**src/include/flash_status_regs.vh**
```
/*
 * Constants for the status word and write-enable latch block of a serial
 * NOR flash: status bit positions, reset values, opcodes and timing counts.
 * Assumes it is included by bare name from design files under core/.
 */
`ifndef FLASH_STATUS_REGS_VH
`define FLASH_STATUS_REGS_VH

// ****************************************************************
// Status word layout and reset values
// ****************************************************************
`define FSW_BIT_BUSY 0
`define FSW_BIT_LATCH 1
`define FSW_BIT_BP_LO 2
`define FSW_BIT_BP_HI 5
`define FSW_BIT_QUAD 6
`define FSW_BIT_LOCK 7
`define FSW_STATUS_RESET 8'h00
`define FSW_NV_RESET 6'h00
`define FSW_FUNC_READ_VALUE 8'h00

// ****************************************************************
// Opcodes
// ****************************************************************
`define FSW_OP_WSET 8'h06
`define FSW_OP_WCLR 8'h04
`define FSW_OP_RDSR 8'h05
`define FSW_OP_RDFR 8'h48
`define FSW_OP_STWR 8'h01
`define FSW_OP_FNWR 8'h42
`define FSW_OP_RST_EN 8'h66
`define FSW_OP_RST 8'h99
`define FSW_OP_SUSPEND 8'h75
`define FSW_OP_RESUME 8'h7A
`define FSW_OP_PG 8'h02
`define FSW_OP_PP4 8'h12
`define FSW_OP_PGQ_A 8'h32
`define FSW_OP_PGQ_B 8'h38
`define FSW_OP_PPQ4_A 8'h34
`define FSW_OP_PPQ4_B 8'h3E
`define FSW_OP_SE_A 8'hD7
`define FSW_OP_SE_B 8'h20
`define FSW_OP_SE4 8'h21
`define FSW_OP_BE32 8'h52
`define FSW_OP_BE32_4 8'h5C
`define FSW_OP_BE64 8'hD8
`define FSW_OP_BE64_4 8'hDC
`define FSW_OP_CE_A 8'hC7
`define FSW_OP_CE_B 8'h60
`define FSW_OP_RDPAR_NV 8'h65
`define FSW_OP_RDPAR_V 8'h63
`define FSW_OP_XRDPAR_NV 8'h85
`define FSW_OP_XRDPAR_V 8'h83
`define FSW_OP_INFO_ERASE 8'h64
`define FSW_OP_INFO_PROG 8'h62
`define FSW_OP_BOOT_WRITE 8'h15
`define FSW_OP_BANK_NV 8'h18
`define FSW_OP_BANK_V 8'hC5
`define FSW_OP_DYB 8'hFB
`define FSW_OP_DYB4 8'hE1
`define FSW_OP_PPB 8'hFD
`define FSW_OP_PPB4 8'hE3
`define FSW_OP_PPB_ERASE 8'hE4
`define FSW_OP_ASP_PROG 8'h2F
`define FSW_OP_PPB_LOCK 8'hA6
`define FSW_OP_FREEZE 8'h91
`define FSW_OP_GANG_LOCK 8'h7E
`define FSW_OP_GANG_UNLOCK 8'h98
`define FSW_OP_PASSWORD 8'hE8
`define FSW_OP_DLP_NV 8'h43
`define FSW_OP_DLP_V 8'h4A
`define FSW_OP_VOL_READ_PARAMS 8'hC0
`define FSW_OP_VOL_BANK_WRITE 8'h17

// ****************************************************************
// Operation classes and timing counts in core clock cycles
// ****************************************************************
`define FSW_CLASS_NONE 2'd0
`define FSW_CLASS_PROG 2'd1
`define FSW_CLASS_ERASE 2'd2
`define FSW_CLASS_REG 2'd3
`define FSW_PROG_CYCLES 24'h00_0400
`define FSW_ERASE_CYCLES 24'h00_4000
`define FSW_CHIP_ERASE_CYCLES 24'h01_0000
`define FSW_REG_WRITE_CYCLES 24'h00_0200
`define FSW_CNT_SAT 6'h3F

`endif

```
**src/core/pin_sync.v**
```verilog
/*
 * Two-flop synchroniser for a group of pins.
 * Assumes the inputs are asynchronous to clk_i; only stage two is read.
 */
`timescale 1ns/10ps
module pin_sync #(
    parameter WIDTH = 4,
    parameter [WIDTH-1:0] RESET_VAL = {WIDTH{1'b0}}
) (
    // Clock and reset
    input wire clk_i,
    input wire rstn_i,
    // Pins in, synchronised out
    input wire [WIDTH-1:0] async_i,
    output reg [WIDTH-1:0] sync_o
);
    reg [WIDTH-1:0] stage1_q;

    always @(posedge clk_i) begin
        if (!rstn_i) begin
            stage1_q <= RESET_VAL;
            sync_o <= RESET_VAL;
        end else begin
            stage1_q <= async_i;
            sync_o <= stage1_q;
        end
    end
endmodule // pin_sync

```
**src/core/op_busy_timer.v**
```verilog
/*
 * Down counter that models the duration of an internal operation.
 * Assumes start_i is a one-cycle pulse; hold_i freezes the count.
 */
`timescale 1ns/10ps
module op_busy_timer #(
    parameter CW = 24
) (
    // Clock and reset
    input wire clk_i,
    input wire rstn_i,
    // Control
    input wire start_i,
    input wire [CW-1:0] len_i,
    input wire hold_i,
    input wire abort_i,
    // Status
    output reg busy_o,
    output reg done_o
);
    reg [CW-1:0] left_q;

    always @(posedge clk_i) begin
        if (!rstn_i) begin
            left_q <= {CW{1'b0}};
            busy_o <= 1'b0;
            done_o <= 1'b0;
        end else begin
            done_o <= 1'b0;
            if (abort_i) begin
                busy_o <= 1'b0;
                left_q <= {CW{1'b0}};
            end else if (start_i && !busy_o) begin
                busy_o <= 1'b1;
                left_q <= len_i;
            end else if (busy_o && !hold_i) begin
                if (left_q <= {{(CW-1){1'b0}}, 1'b1}) begin
                    busy_o <= 1'b0;
                    done_o <= 1'b1;
                    left_q <= {CW{1'b0}};
                end else begin
                    left_q <= left_q - {{(CW-1){1'b0}}, 1'b1};
                end
            end
        end
    end
endmodule // op_busy_timer

```
**src/core/flash_status_write_latch.v**
```verilog
/*
 * Status word and write-enable latch of a serial NOR flash, with the serial
 * front end that reads the status word and admits or refuses instructions.
 * Assumes the host drives chip select, serial clock and data in mode 0 at a
 * rate well below a quarter of core_clk_i; all pins are synchronised here.
 */
// Notes on behaviour
// - Register reads repeat until chip select rises.
// - Status word layout; every bit resets to zero.
// - Busy flag is read-only, volatile, shows activity.
// - Busy set through program, erase, register writes.
// - While busy only reads, resets and suspend accepted.
// - Suspend accepted during program or erase.
// - Busy clears on completion regardless of outcome.
// - Latch zero refuses the latch-required instructions.
// - Write-disable opcode clears the latch.
// - Latch clears after program, erase, register write, except gang lock and unlock; here untimed volatile writes (63, 83, C5, FB, E1, 91, 4A) leave it set.
// - Status write data never changes the latch bit.
// - Protect, quad, lockout bits written by status write.
// - Block-protect ones mark blocks write-protected.
// - Quad-enable bit turns on four-line data.
// - Lockout bit marks status word write-protected.
// - Page programs need the latch set.
// - Sector, block and chip erases need latch.
// - Status, function, read-parameter writes need latch.
// - Info-row, autoboot, bank writes need latch.
// - Data learning pattern writes need latch.
// - Volatile read-parameter and bank writes skip latch.
// - Lockout with protect pin low ignores status write.
// - Chip erase ignored unless protect bits zero.
`timescale 1ns/10ps
`include "flash_status_regs.vh"
module flash_status_write_latch #(
    parameter [23:0] PROG_CYCLES = `FSW_PROG_CYCLES,
    parameter [23:0] ERASE_CYCLES = `FSW_ERASE_CYCLES,
    parameter [23:0] CHIP_ERASE_CYCLES = `FSW_CHIP_ERASE_CYCLES,
    parameter [23:0] REG_WRITE_CYCLES = `FSW_REG_WRITE_CYCLES
) (
    // Clock and reset
    input wire core_clk_i,
    input wire rstn_i,
    // Serial pins
    input wire cs_n_i,
    input wire sclk_i,
    input wire si_i,
    input wire wp_n_i,
    output reg so_o,
    output reg so_oe_n_o,
    // Status view
    output reg [7:0] status_word_o,
    output reg quad_lines_enable_o,
    output reg [3:0] block_protect_o,
    // Operation hand-off to the array
    output reg op_start_o,
    output reg [7:0] op_code_o,
    output reg op_done_o
);

    // ****************************************************************
    // Opcode decoding
    // ****************************************************************
    function latch_needed;
        input [7:0] op;
        begin
            case (op)
                `FSW_OP_PG, `FSW_OP_PP4, `FSW_OP_PGQ_A, `FSW_OP_PGQ_B,
                `FSW_OP_PPQ4_A, `FSW_OP_PPQ4_B: latch_needed = 1'b1;
                `FSW_OP_SE_A, `FSW_OP_SE_B, `FSW_OP_SE4, `FSW_OP_BE32,
                `FSW_OP_BE32_4, `FSW_OP_BE64, `FSW_OP_BE64_4,
                `FSW_OP_CE_A, `FSW_OP_CE_B: latch_needed = 1'b1;
                `FSW_OP_STWR, `FSW_OP_FNWR, `FSW_OP_RDPAR_NV, `FSW_OP_RDPAR_V,
                `FSW_OP_XRDPAR_NV, `FSW_OP_XRDPAR_V: latch_needed = 1'b1;
                `FSW_OP_INFO_ERASE, `FSW_OP_INFO_PROG, `FSW_OP_BOOT_WRITE,
                `FSW_OP_BANK_NV, `FSW_OP_BANK_V: latch_needed = 1'b1;
                `FSW_OP_DYB, `FSW_OP_DYB4, `FSW_OP_PPB, `FSW_OP_PPB4,
                `FSW_OP_PPB_ERASE, `FSW_OP_ASP_PROG, `FSW_OP_PPB_LOCK,
                `FSW_OP_FREEZE, `FSW_OP_GANG_LOCK, `FSW_OP_GANG_UNLOCK,
                `FSW_OP_PASSWORD: latch_needed = 1'b1;
                `FSW_OP_DLP_NV, `FSW_OP_DLP_V: latch_needed = 1'b1;
                // Volatile read-parameter and bank writes fall through here.
                default: latch_needed = 1'b0;
            endcase
        end
    endfunction

    function [1:0] op_class;
        input [7:0] op;
        begin
            case (op)
                `FSW_OP_PG, `FSW_OP_PP4, `FSW_OP_PGQ_A, `FSW_OP_PGQ_B,
                `FSW_OP_PPQ4_A, `FSW_OP_PPQ4_B, `FSW_OP_INFO_PROG,
                `FSW_OP_DLP_NV: op_class = `FSW_CLASS_PROG;
                `FSW_OP_SE_A, `FSW_OP_SE_B, `FSW_OP_SE4, `FSW_OP_BE32,
                `FSW_OP_BE32_4, `FSW_OP_BE64, `FSW_OP_BE64_4, `FSW_OP_CE_A,
                `FSW_OP_CE_B, `FSW_OP_INFO_ERASE,
                `FSW_OP_PPB_ERASE: op_class = `FSW_CLASS_ERASE;
                `FSW_OP_STWR, `FSW_OP_FNWR, `FSW_OP_RDPAR_NV, `FSW_OP_XRDPAR_NV,
                `FSW_OP_BOOT_WRITE, `FSW_OP_BANK_NV, `FSW_OP_PPB, `FSW_OP_PPB4,
                `FSW_OP_ASP_PROG, `FSW_OP_PPB_LOCK, `FSW_OP_PASSWORD,
                `FSW_OP_GANG_LOCK, `FSW_OP_GANG_UNLOCK: op_class = `FSW_CLASS_REG;
                default: op_class = `FSW_CLASS_NONE;
            endcase
        end
    endfunction

    function allowed_busy;
        input [7:0] op;
        begin
            case (op)
                `FSW_OP_RDSR, `FSW_OP_RDFR, `FSW_OP_RST_EN, `FSW_OP_RST,
                `FSW_OP_SUSPEND: allowed_busy = 1'b1;
                default: allowed_busy = 1'b0;
            endcase
        end
    endfunction

    function is_chip_erase;
        input [7:0] op;
        begin
            is_chip_erase = (op == `FSW_OP_CE_A) || (op == `FSW_OP_CE_B);
        end
    endfunction

    // ****************************************************************
    // Pin synchronisation and edge detection
    // ****************************************************************
    wire [3:0] pins_s;
    wire cs_n_s;
    wire sclk_s;
    wire si_s;
    wire wp_n_s;
    reg sclk_d_q;
    reg cs_n_d_q;

    pin_sync #(
        .WIDTH(4),
        .RESET_VAL(4'b1001)
    ) u_pin_sync (
        .clk_i(core_clk_i),
        .rstn_i(rstn_i),
        .async_i({cs_n_i, sclk_i, si_i, wp_n_i}),
        .sync_o(pins_s)
    );

    assign cs_n_s = pins_s[3];
    assign sclk_s = pins_s[2];
    assign si_s = pins_s[1];
    assign wp_n_s = pins_s[0];

    always @(posedge core_clk_i) begin
        if (!rstn_i) begin
            sclk_d_q <= 1'b0;
            cs_n_d_q <= 1'b1;
        end else begin
            sclk_d_q <= sclk_s;
            cs_n_d_q <= cs_n_s;
        end
    end

    wire sclk_rise = sclk_s & ~sclk_d_q & ~cs_n_s;
    wire sclk_fall = ~sclk_s & sclk_d_q & ~cs_n_s;
    wire cs_rise = cs_n_s & ~cs_n_d_q;

    // ****************************************************************
    // State
    // ****************************************************************
    reg [5:0] bit_cnt_q;
    reg [7:0] op_sh_q;
    reg [7:0] data_sh_q;
    reg [7:0] out_sh_q;
    reg [2:0] out_bits_q;
    reg rd_active_q;
    reg rd_func_q;
    reg write_enable_latch_q;
    reg [5:0] nv_bits_q;
    reg [5:0] nv_pend_q;
    reg nv_pend_valid_q;
    reg clear_wel_q;
    reg prog_erase_q;
    reg suspended_q;
    reg rst_armed_q;
    wire tmr_busy;
    wire tmr_done;

    wire busy_flag = tmr_busy & ~suspended_q;
    wire [7:0] status_now = {nv_bits_q, write_enable_latch_q, busy_flag};
    wire [3:0] bp_now = nv_bits_q[`FSW_BIT_BP_HI-2:`FSW_BIT_BP_LO-2];
    wire lock_now = nv_bits_q[`FSW_BIT_LOCK-2];
    wire [7:0] read_value = rd_func_q ? `FSW_FUNC_READ_VALUE : status_now;
    wire [7:0] op_next = {op_sh_q[6:0], si_s};

    // ****************************************************************
    // Instruction admission
    // ****************************************************************
    wire [7:0] cmd = op_sh_q;
    wire cmd_full = cs_rise && (bit_cnt_q >= 6'd8);
    wire busy_gate = ~busy_flag | allowed_busy(cmd);
    wire latch_ok = ~latch_needed(cmd) | write_enable_latch_q;
    wire exec_ok = cmd_full & busy_gate & latch_ok & ~suspended_q;
    wire [1:0] cls = op_class(cmd);
    // A locked status word with the protect pin low drops the status write.
    wire stwr_block = (cmd == `FSW_OP_STWR) &&
                      ((lock_now & ~wp_n_s) || (bit_cnt_q < 6'd16));
    wire ce_block = is_chip_erase(cmd) && (bp_now != 4'h0);
    wire start_timed = exec_ok && (cls != `FSW_CLASS_NONE) && !stwr_block &&
                       !ce_block && !tmr_busy;
    wire vol_skip = cmd == `FSW_OP_VOL_READ_PARAMS || cmd == `FSW_OP_VOL_BANK_WRITE;
    wire accept_plain = exec_ok && (cls == `FSW_CLASS_NONE) && (latch_needed(cmd) | vol_skip);
    wire do_suspend = cmd_full && (cmd == `FSW_OP_SUSPEND) && tmr_busy &&
                      prog_erase_q && !suspended_q;
    wire do_resume = cmd_full && (cmd == `FSW_OP_RESUME) && suspended_q;
    wire do_reset = cmd_full && (cmd == `FSW_OP_RST) && rst_armed_q;
    reg [23:0] tmr_len;

    always @* begin
        tmr_len = REG_WRITE_CYCLES;
        case (cls)
            `FSW_CLASS_PROG: tmr_len = PROG_CYCLES;
            `FSW_CLASS_ERASE: tmr_len = is_chip_erase(cmd) ? CHIP_ERASE_CYCLES : ERASE_CYCLES;
            default: tmr_len = REG_WRITE_CYCLES;
        endcase
    end

    op_busy_timer #(
        .CW(24)
    ) u_op_busy_timer (
        .clk_i(core_clk_i),
        .rstn_i(rstn_i),
        .start_i(start_timed),
        .len_i(tmr_len),
        .hold_i(suspended_q),
        .abort_i(do_reset),
        .busy_o(tmr_busy),
        .done_o(tmr_done)
    );

    // ****************************************************************
    // Serial shifting and register read-out
    // ****************************************************************
    always @(posedge core_clk_i) begin
        if (!rstn_i) begin
            bit_cnt_q <= 6'h00;
            op_sh_q <= 8'h00;
            data_sh_q <= 8'h00;
            out_sh_q <= 8'h00;
            out_bits_q <= 3'd0;
            rd_active_q <= 1'b0;
            rd_func_q <= 1'b0;
            so_o <= 1'b0;
            so_oe_n_o <= 1'b1;
        end else if (cs_n_s) begin
            bit_cnt_q <= 6'h00;
            rd_active_q <= 1'b0;
            so_oe_n_o <= 1'b1;
        end else begin
            if (sclk_rise) begin
                if (bit_cnt_q < 6'd8) begin
                    op_sh_q <= op_next;
                end else if (bit_cnt_q < 6'd16) begin
                    data_sh_q <= {data_sh_q[6:0], si_s};
                end
                if (bit_cnt_q != `FSW_CNT_SAT) begin
                    bit_cnt_q <= bit_cnt_q + 6'd1;
                end
                if (bit_cnt_q == 6'd7 &&
                    (op_next == `FSW_OP_RDSR || op_next == `FSW_OP_RDFR)) begin
                    rd_active_q <= 1'b1;
                    rd_func_q <= (op_next == `FSW_OP_RDFR);
                    out_bits_q <= 3'd0;
                    out_sh_q <= (op_next == `FSW_OP_RDFR) ? `FSW_FUNC_READ_VALUE
                                                          : status_now;
                end
            end
            if (sclk_fall && rd_active_q) begin
                so_o <= out_sh_q[7];
                so_oe_n_o <= 1'b0;
                out_bits_q <= out_bits_q + 3'd1;
                // Each byte boundary reloads the live value, so polling shows busy ending.
                if (out_bits_q == 3'd7) begin
                    out_sh_q <= read_value;
                end else begin
                    out_sh_q <= {out_sh_q[6:0], 1'b0};
                end
            end
        end
    end

    // ****************************************************************
    // Status word, latch and operation control
    // ****************************************************************
    always @(posedge core_clk_i) begin
        if (!rstn_i) begin
            write_enable_latch_q <= 1'b0;
            nv_bits_q <= `FSW_NV_RESET;
            nv_pend_q <= `FSW_NV_RESET;
            nv_pend_valid_q <= 1'b0;
            clear_wel_q <= 1'b0;
            prog_erase_q <= 1'b0;
            suspended_q <= 1'b0;
            rst_armed_q <= 1'b0;
        end else begin
            if (cmd_full) begin
                rst_armed_q <= (cmd == `FSW_OP_RST_EN);
            end
            if (do_reset) begin
                write_enable_latch_q <= 1'b0;
                nv_pend_valid_q <= 1'b0;
                suspended_q <= 1'b0;
                prog_erase_q <= 1'b0;
            end else if (tmr_done) begin
                // Completion clears busy whether or not the operation succeeded.
                if (nv_pend_valid_q) begin
                    nv_bits_q <= nv_pend_q;
                end
                nv_pend_valid_q <= 1'b0;
                prog_erase_q <= 1'b0;
                if (clear_wel_q) begin
                    write_enable_latch_q <= 1'b0;
                end
            end else if (start_timed) begin
                // The status write keeps the latch bit out of the written field.
                nv_pend_q <= data_sh_q[7:2];
                nv_pend_valid_q <= (cmd == `FSW_OP_STWR);
                clear_wel_q <= (cmd != `FSW_OP_GANG_LOCK) &&
                               (cmd != `FSW_OP_GANG_UNLOCK);
                prog_erase_q <= (cls == `FSW_CLASS_PROG) || (cls == `FSW_CLASS_ERASE);
            end else if (do_suspend) begin
                suspended_q <= 1'b1;
            end else if (do_resume) begin
                suspended_q <= 1'b0;
            end else if (exec_ok && cmd == `FSW_OP_WSET && bit_cnt_q == 6'd8) begin
                write_enable_latch_q <= 1'b1;
            end else if (exec_ok && cmd == `FSW_OP_WCLR && bit_cnt_q == 6'd8) begin
                write_enable_latch_q <= 1'b0;
            end
        end
    end

    // ****************************************************************
    // Registered outputs
    // ****************************************************************
    always @(posedge core_clk_i) begin
        if (!rstn_i) begin
            status_word_o <= `FSW_STATUS_RESET;
            quad_lines_enable_o <= 1'b0;
            block_protect_o <= 4'h0;
            op_start_o <= 1'b0;
            op_code_o <= 8'h00;
            op_done_o <= 1'b0;
        end else begin
            status_word_o <= status_now;
            quad_lines_enable_o <= nv_bits_q[`FSW_BIT_QUAD-2];
            block_protect_o <= bp_now;
            op_start_o <= start_timed | accept_plain;
            op_done_o <= tmr_done;
            if (start_timed | accept_plain) begin
                op_code_o <= cmd;
            end
        end
    end

endmodule // flash_status_write_latch

```
**config.mk**
```make
export PLATFORM = sky130hd
export DESIGN_NAME = flash_status_write_latch
export DESIGN_NICKNAME = d
export VERILOG_FILES = /design/src/core/pin_sync.v /design/src/core/op_busy_timer.v /design/src/core/flash_status_write_latch.v
export VERILOG_INCLUDE_DIRS = /design/src /design/src/include
export SDC_FILE = /design/constraint.sdc
export NUM_CORES = 1
export LEC_CHECK = 0
export BUFFER_PORTS_ARGS = -buffer_cell sky130_fd_sc_hd__buf_2
export CAP_MARGIN = 30
export CORE_ASPECT_RATIO = 2
export CORE_MARGIN = 4
export CORE_UTILIZATION = 30
export CTS_BUF_LIST = sky130_fd_sc_hd__clkbuf_4
export DETAILED_ROUTE_END_ITERATION = 8
export SLEW_MARGIN = 40
export SYNTH_ARGS = -nofsm -noshare
export SYNTH_HDL_FRONTEND = slang
export SYNTH_SLANG_ARGS = --single-unit
```
**constraint.sdc**
```tcl
create_clock -name core_clk_i -period 4.8 [get_ports core_clk_i]
set_clock_uncertainty 0.2 [all_clocks]
set_input_delay 0 -clock core_clk_i [delete_from_list [all_inputs] [get_ports core_clk_i]]
set_output_delay 0 -clock core_clk_i [all_outputs]
set_load 0.05 [all_outputs]
```
==> flow_summary_export.csv, run 1 <==
group,metric,value,unit
layout,final_cell_area,0.00606,mm2
placed_design,dp_hpwl,10000,um
timing,hold_viol,0,
placed_design,dpl_worst_slack,0.514,ns
setup_path,critical_path_class,"register to register",
clock_tree,cts_resized,0,
layout,area_delta_synth_final,8.73,%
clock_tree,h-tree-depth,3,
timing,finalCritPeriodShare,91.1,%
clock_tree,cts-root-buf,"clkbuf_4",
detailed_routing,dr.pass1.iters,8,
clock_tree,cts_hold_buffers,7,
setup_path,worst_path_max_delay_cell,"dfxtp_1",
setup_path,r2r_setup_slack,0.43,ns
clock_tree,tritoncts,"built",
die,die_area,0.0210,mm2
yosys,synth_edf_count,0,
detailed_routing,vias,4515,
placed_design,placed_cells,828,
setup_path,rr_worst_depth,14,
clock_tree,clk_latency,0.46,ns
setup_path,required,4.95,ns
detailed_routing,drt_wl_total,13500,um
detailed_routing,via_per_inst,5.30,
clock_tree,clk_pin_slew,0.17,ns
layout,stdcell_count,852,
yosys,synth_cells,617,
setup_path,critPathLaunch,"cmd[2]",
setup_path,arrival,4.52,ns
setup_path,path_common_cell,"nor2_1",
die,start_util,30.5,%
die,dieWidth,104,um
grt,antenna_found_initial,1,
yosys,avgSynthCellArea,9.03,um2
power_and_ir_drop,clock_power_share,32.3,%
yosys,syn-cell-area,0.00557,mm2
power_and_ir_drop,swShare,25.0,%
timing,drv_slew,0,
yosys,yosys_warnings,0,
power_and_ir_drop,share_comb_of_total_power,2.1,%
die,num_rows,70,
grt,grt-ovfl-total,0,
outcome,status,"finished clean",
clock_tree,clk_path_buf_depth,2,
placed_design,io_buffers,30,
setup_path,crit-reg2reg-capture,"u_op_busy_timer.left_q[23]",
grt,grt_usage,12.9,%
grt,grtUsageMet3,1.96,%
power_and_ir_drop,power_density,230,mW/mm2
setup_path,crit_fanout,25,
power_and_ir_drop,vdd_ir_drop_max,178,uV
power_and_ir_drop,switchingPower,0.348,mW
die,pin_count,31,
die,core,0.0183,mm2
setup_path,reg2reg_from,"cmd[2]",
grt,busiest_layer,"met2",
die,die_h,201,um
grt,first_global_vias,4434,
min_path,hp-class,"primary input to register",
timing,setup_slack,0.427,ns
detailed_routing,wire_per_inst,15.9,um
setup_path,path_delay_family,"compound AO/OA/AOI/OAI gates",
min_path,whs_path_depth,3,
setup_path,critical_path_depth,14,
yosys,async_flop_share,0,%
min_path,holdPathEnd,"u_pin_sync.stage1_q[2]",
detailed_routing,drt.antenna.violating_nets,0,
grt,grt_use_met2,23.6,%
setup_path,crit_buf_inv,1,
grt,grt_max_degree,80,
setup_path,startpoint_type,"register",
power_and_ir_drop,p_seq_share,65.5,%
layout,nNetsFinal,645,
job,drv_cap,0,
clock_tree,cts_setup_buffers,0,
layout,drive_above_1_share,14.2,%
timing,fmax,229,MHz
placed_design,placedInstanceArea,0.00585,mm2
setup_path,crit_path_cell_trace,"nand2_1, o32ai_1, a211o_1, a311oi_2, and2_1, ha_1, nor2_1, o311a_1, nor4b_4, nand4_1, buf_4, a2111oi_2, xnor2_1, nor2_1",
yosys,synth_cell_types,80,
timing,slew_headroom,50.3,%
grt,grt_pass1_wl,22100,um
setup_path,critPathMaxStageDelay,0.83,ns
yosys,synth_flop_cell,"dfxtp_1",
timing,hold_ws,0.0680,ns
detailed_routing,drc,0,
timing,min_period,4.37,ns
clock_tree,cts_made_buffers,9,
grt,use_met1,12.9,%
yosys,ys_seq_area_share,39.1,%
yosys,ys_ff_latch,109,
setup_path,worstSetupEndpointType,"register",
power_and_ir_drop,leakagePower,2.22,nW
power_and_ir_drop,p_int,1.04,mW
timing,rsz0062_at_grt,"no",
clock_tree,cts.sinks,109,
layout,fillers,1900,
timing,worst_pin_slew,0.735,ns
timing,tns,0,ns
min_path,hp-start,"sclk_i",
yosys,synth_nets,632,
placed_design,finalWeightedCongestion,0.921,
timing,setup_violations,0,
detailed_routing,drt-initial-drc-count,238,
cells in the mapped netlist (3+ instances only):
cell,n,share of area [%]
clkbuf_1,22,1.5
or4_1,10,1.3
a21boi_0,11,1.5
nor3_1,18,1.6
buf_6,3,0.61
or3_1,10,1.1
nor2_1,46,3.1
a211oi_1,6,0.81
nor3b_1,7,0.94
a22oi_1,3,0.40
a221oi_1,3,0.47
ha_1,9,2.0
and3_1,3,0.34
mux2i_1,32,5.7
or3b_1,3,0.47
a211o_1,3,0.47
nand3_1,26,2.3
a2111oi_2,8,2.2
inv_1,13,0.88
nand3b_1,5,0.67
xnor2_1,19,3.0
buf_2,14,1.3
o32ai_1,4,0.63
and2_1,21,2.4
nand2b_1,11,1.2
a222oi_1,4,0.72
or2_2,4,0.45
or4b_1,3,0.54
nand4_1,5,0.56
o21ai_0,8,0.72
nor2b_1,34,3.8
buf_4,9,1.2
a31oi_1,6,0.67
dfxtp_1,109,39
nor4_1,7,0.79
nor4b_1,3,0.47
nand2_1,50,3.4
a21oi_1,15,1.3
stage by stage:
step                util [%]  power, mW
global route            33.1       1.45
floorplan                  -      0.951
CTS                     33.1       1.42
global placement        31.9      0.957
finish                  33.1       1.39
detailed placement      31.9      0.957
cell families after synthesis:
kind of cell	Yosys count	synth area share, %
DFF	109	39.1
and+or+nand+nor	285	29.1
muxes	32	5.75
buffers and inverters	62	5.50
xor gates and xnor gates	21	3.30
adders and majority gates	9	2.02
AOI/OAI and AO/OA	99	15.2
worst max-delay path by stage:
stage                                            end  slack [ns]
after floorplan           u_op_busy_timer.left_q[12]        1.29
after global placement    u_op_busy_timer.left_q[11]        0.60
after detailed placement  u_op_busy_timer.left_q[11]        0.51
after CTS                 u_op_busy_timer.left_q[11]        0.49
after global routing      u_op_busy_timer.left_q[19]        0.12
final                     u_op_busy_timer.left_q[23]        0.43
final cells by class:
cell class | instances | area, um2 | share of cell area [%]
clock buffers | 9 | 67.6 | 1.11
diodes | 1 | 2.50 | 0.0413
clock inverters | 7 | 66.3 | 1.09
well taps | 216 | 270 | 4.46
repair buffers | 51 | 325 | 5.37
multi-input cells | 446 | 3100 | 51.1
inverters | 13 | 48.8 | 0.805
flip-flops and latches | 109 | 2180 | 36.0
cell usage in the layout (no fill, tap or decap), types with 4 or more instances in the layout:
| master | instances |
|---|---|
| dfxtp_1 | 109 |
| nand2_1 | 50 |
| nor2_1 | 46 |
| nor2b_1 | 34 |
| mux2i_1 | 32 |
| buf_2 | 30 |
| nand3_1 | 26 |
| and2_1 | 21 |
| xnor2_1 | 19 |
| nor3_1 | 18 |
| a21oi_1 | 15 |
| buf_4 | 14 |
| inv_1 | 13 |
| nand2b_1 | 11 |
| a21boi_0 | 11 |
| or3_1 | 10 |
| or4_1 | 10 |
| ha_1 | 9 |
| clkbuf_4 | 9 |
| o21ai_0 | 8 |
| a2111oi_2 | 8 |
| nor3b_1 | 7 |
| nor4_1 | 7 |
| dlygate4sd3_1 | 7 |
| a211oi_1 | 6 |
| nand4_1 | 5 |
| nand3b_1 | 5 |
| a31oi_1 | 5 |
| or2_2 | 4 |
| o32ai_1 | 4 |
| a222oi_1 | 4 |
worst register-to-register path: stages (launching register included):
cell and delay [ns]:
dfxtp_1 0.83, nand2_1 0.19, o32ai_1 0.59, a211o_1 0.23
a311oi_2 0.06, and2_1 0.23, ha_1 0.24, nor2_1 0.13
o311a_1 0.27, nor4b_4 0.32, nand4_1 0.14, buf_4 0.26
a2111oi_2 0.36, xnor2_1 0.16, nor2_1 0.05
state kept, by name, indices dropped and copies added, names as in the netlist, 3 cells and up:
name                    flops
op_code_o                   8
nv_pend_q                   6
cmd                         8
status_word_o               8
out_sh_q                    8
u_pin_sync.sync_o           4
bit_cnt_q                   6
nv_bits_q                   6
u_pin_sync.stage1_q         4
u_op_busy_timer.left_q     24
out_bits_q                  3
data_sh_q                   8
power groups by stage:
stage / Clock (mW) / Sequential (mW) / Combinational [mW]
finish: 0.450 / 0.912 / 0.0297
CTS: 0.473 / 0.912 / 0.0306
floorplan: 0 / 0.929 / 0.0212
global route: 0.507 / 0.913 / 0.0332
detailed placement: 0 / 0.930 / 0.0262
global placement: 0 / 0.930 / 0.0262
metal layers:
metal | up-vias | wire length (um)
met4 | 0 | 819
met3 | 47 | 329
met5 | - | 0
met2 | 97 | 7240
li1 | 2250 | -
met1 | 2121 | 5130
(Power assumes the default switching activity.)
==> run 2, diff against run 1 <==
SYNTH_HIERARCHICAL = 1   (was default)
==> flow_summary_export.csv, run 2 <==
group,metric,value,unit
outcome,status,"finished clean",
die,num_rows,71,
placed_design,placedInstanceArea,0.00619,mm2
yosys,synth_flop_cell,"dfxtp_1",
yosys,synth_most_common_cell,"dfxtp_1",
grt,busiest_layer,"met2",
yosys,synth_area_leader_cell,"dfxtp_1",
power_and_ir_drop,p_total,1.40,mW
clock_tree,h-tree-depth,3,
clock_tree,cts_setup_buffers,0,
yosys,avgSynthCellArea,8.58,um2
detailed_routing,dr.pass1.iters,5,
detailed_routing,drt-initial-drc-count,219,
detailed_routing,via_per_inst,5.19,
clock_tree,clk_latency,0.48,ns
detailed_routing,drt.antenna.violating_nets,0,
setup_path,path_common_cell,"nor2_1",
placed_design,finalWeightedCongestion,1.03,
die,die_area,0.0216,mm2
yosys,synth_cells,670,
layout,final_cell_mix,"dfxtp_1 (105), nor2_1 (65), nand2_1 (60)",
setup_path,required,4.94,ns
placed_design,io_buffers,30,
layout,drive_above_1_share,14.4,%
yosys,ys_ff_latch,109,
timing,min_period,4.60,ns
clock_tree,clk_pin_slew,0.15,ns
grt,grt_pass1_wl,25500,um
grt,grt-ovfl-total,0,
layout,nNetsFinal,724,
grt,grt_max_degree,47,
power_and_ir_drop,clock_power_share,32.5,%
grt,antenna_found_initial,1,
die,start_util,30.5,%
timing,worst_pin_slew,0.867,ns
setup_path,worst_path_max_delay_cell,"or4b_4",
clock_tree,clk_path_buf_depth,2,
die,core,0.0188,mm2
clock_tree,cts-root-buf,"clkbuf_4",
timing,finalCritPeriodShare,95.9,%
clock_tree,tritoncts,"built",
die,die_h,204,um
timing,hold_viol,0,
grt,grtUsageMet3,2.34,%
setup_path,arrival,4.74,ns
grt,use_met1,13.5,%
layout,fin_util,34.1,%
layout,largest_reg_flops,24,
clock_tree,cts_made_buffers,9,
setup_path,startpoint_type,"register",
layout,area_delta_synth_final,11.9,%
setup_path,critical_path_class,"register to register",
setup_path,critPathMaxStageDelay,0.57,ns
setup_path,worstSetupEndpointType,"register",
setup_path,path_delay_family,"simple AND/OR/NAND/NOR gates",
timing,slew_headroom,41.7,%
yosys,async_flop_share,0,%
layout,regMostFlops,"u_op_busy_timer/left_q",
grt,grt_use_met2,30.0,%
yosys,netlist_top_cells_area,"dfxtp_1 (38%), nor2_1 (4.2%), nand2_1 (3.9%)",
yosys,yosys.area.top_type_share,38.0,%
detailed_routing,drt_wl_total,15800,um
detailed_routing,vias,5037,
job,drv_cap,0,
layout,final_cell_area,0.00643,mm2
grt,grt_usage,15.1,%
yosys,synth_cell_types,76,
power_and_ir_drop,p_int,1.07,mW
layout,stdcell_count,970,
power_and_ir_drop,share_comb_of_total_power,2.3,%
power_and_ir_drop,power_density,217,mW/mm2
timing,drv_slew,0,
power_and_ir_drop,p_seq_share,65.2,%
detailed_routing,wire_per_inst,16.3,um
yosys,yosys_warnings,6,
die,pin_count,31,
layout,fillers,2030,
placed_design,placed_cells,944,
layout,layout_commonest_cell,"dfxtp_1",
setup_path,crit_buf_inv,1,
yosys,ys_seq_area_share,38.0,%
power_and_ir_drop,switchingPower,0.324,mW
placed_design,dp_hpwl,11900,um
clock_tree,cts.sinks,109,
min_path,hp-class,"register to register",
detailed_routing,drc,0,
power_and_ir_drop,swShare,23.2,%
yosys,syn-cell-area,0.00575,mm2
timing,setup_violations,0,
power_and_ir_drop,leakagePower,2.33,nW
power_and_ir_drop,vdd_ir_drop_max,97.6,uV
setup_path,crit_path_cell_trace,"or4b_4, a2111oi_4, nor3_2, nand4_4, nor2b_1, ha_1, nor2_1, o311ai_2, or2_2, nor2_1, nor2b_2, buf_12, nor2_1, o41ai_1, a211o_1, a21oi_1",
setup_path,crit_fanout,41,
yosys,synth_edf_count,0,
grt,first_global_vias,4942,
yosys,synthTopCellsByCount,"dfxtp_1 (109), nor2_1 (65), nand2_1 (60), a21oi_1 (38), nor3_1 (25)",
timing,fmax,217,MHz
die,dieWidth,106,um
==> run 2: changes by cell type after synthesis, moves of 7 or more <==
| cell | previous run | this run |
|---|---|---|
| a21boi_0 | 11 | 0 |
| xor2_1 | 2 | 12 |
| a21oi_1 | 15 | 38 |
| a2111oi_2 | 8 | 0 |
| o22ai_1 | 0 | 10 |
| nor2_1 | 46 | 65 |
| nor4_1 | 7 | 20 |
| nand2_1 | 50 | 60 |
| nor3_1 | 18 | 25 |
| o2111ai_1 | 1 | 8 |
| nor2b_1 | 34 | 11 |
| mux2i_1 | 32 | 22 |
==> run 2: cell type report <==
cell class / count / area (um2) / share of cell area [%]
Timing Repair Buffer: 61 / 418 / 6.50
Sequential cell: 109 / 2190 / 34.0
Antenna cell: 1 / 2.50 / 0.0389
Clock inverter: 7 / 66.3 / 1.03
Inverter: 17 / 65.1 / 1.01
Tap cell: 255 / 319 / 4.96
Multi-Input combinational cell: 511 / 3310 / 51.4
Clock buffer: 9 / 67.6 / 1.05
==> run 2: worst paths after layout <==
path	to	cells after the start	startpoint	slack, ns
worst max-delay path	u_op_busy_timer/left_q[3]	16	cmd[7]	0.20
worst min-delay path	u_pin_sync/sync_o[3]	1	u_pin_sync/stage1_q[3]	0.23
worst min register to register	u_pin_sync/sync_o[3]	1	u_pin_sync/stage1_q[3]	0.23
worst max register to register	u_op_busy_timer/left_q[3]	16	cmd[7]	0.20
==> run 2: layer usage <==
layer	routed length, um	up-vias
met2	9150	112
met5	0	-
met3	448	52
met1	5270	2403
met4	972	0
li1	-	2470
==> run 2: through the flow <==
stage / TNS (ns) / hold slack (ns) / worst slack, ns
2_1_floorplan: 0 / -0.127 / 0.542
3_3_place_gp: -0.00654 / -0.0143 / -0.00654
3_5_place_dp: 0 / -0.00971 / 0.0249
4_1_cts: 0 / 0.228 / 0.153
5_1_grt: -0.0268 / 0.248 / -0.0268
6_report: 0 / 0.227 / 0.198
==> run 2: cell families (layout without fill, tap and decap cells) <==
group / after synthesis / in the layout / share of synthesized area [%]
other: 1 / 22 / 0.0652
flip-flops: 109 / 109 / 38.0
XOR/XNOR: 27 / 27 / 4.11
AO/OA/AOI/OAI: 124 / 124 / 16.2
adder cells (fa/ha/maj): 9 / 9 / 1.96
AND/OR/NAND/NOR: 307 / 307 / 29.6
buffers and inverters: 70 / 94 / 6.12
multiplexers: 23 / 23 / 4.03
==> run 2: power groups by stage <==
stage | Combinational, mW | Clock [mW] | Sequential (mW)
floorplan | 0.0186 | 0 | 0.929
global placement | 0.0275 | 0 | 0.931
detailed placement | 0.0273 | 0 | 0.931
CTS | 0.0328 | 0.478 | 0.912
global route | 0.0369 | 0.512 | 0.913
finish | 0.0326 | 0.455 | 0.911
==> run 2: repair_timing <==
item,in CTS,in global routing
setup endpoints to repair,1,1
gates cloned,0,0
gates resized for setup,1,4
endpoints found under the hold margin,27,0
hold buffers,9,0
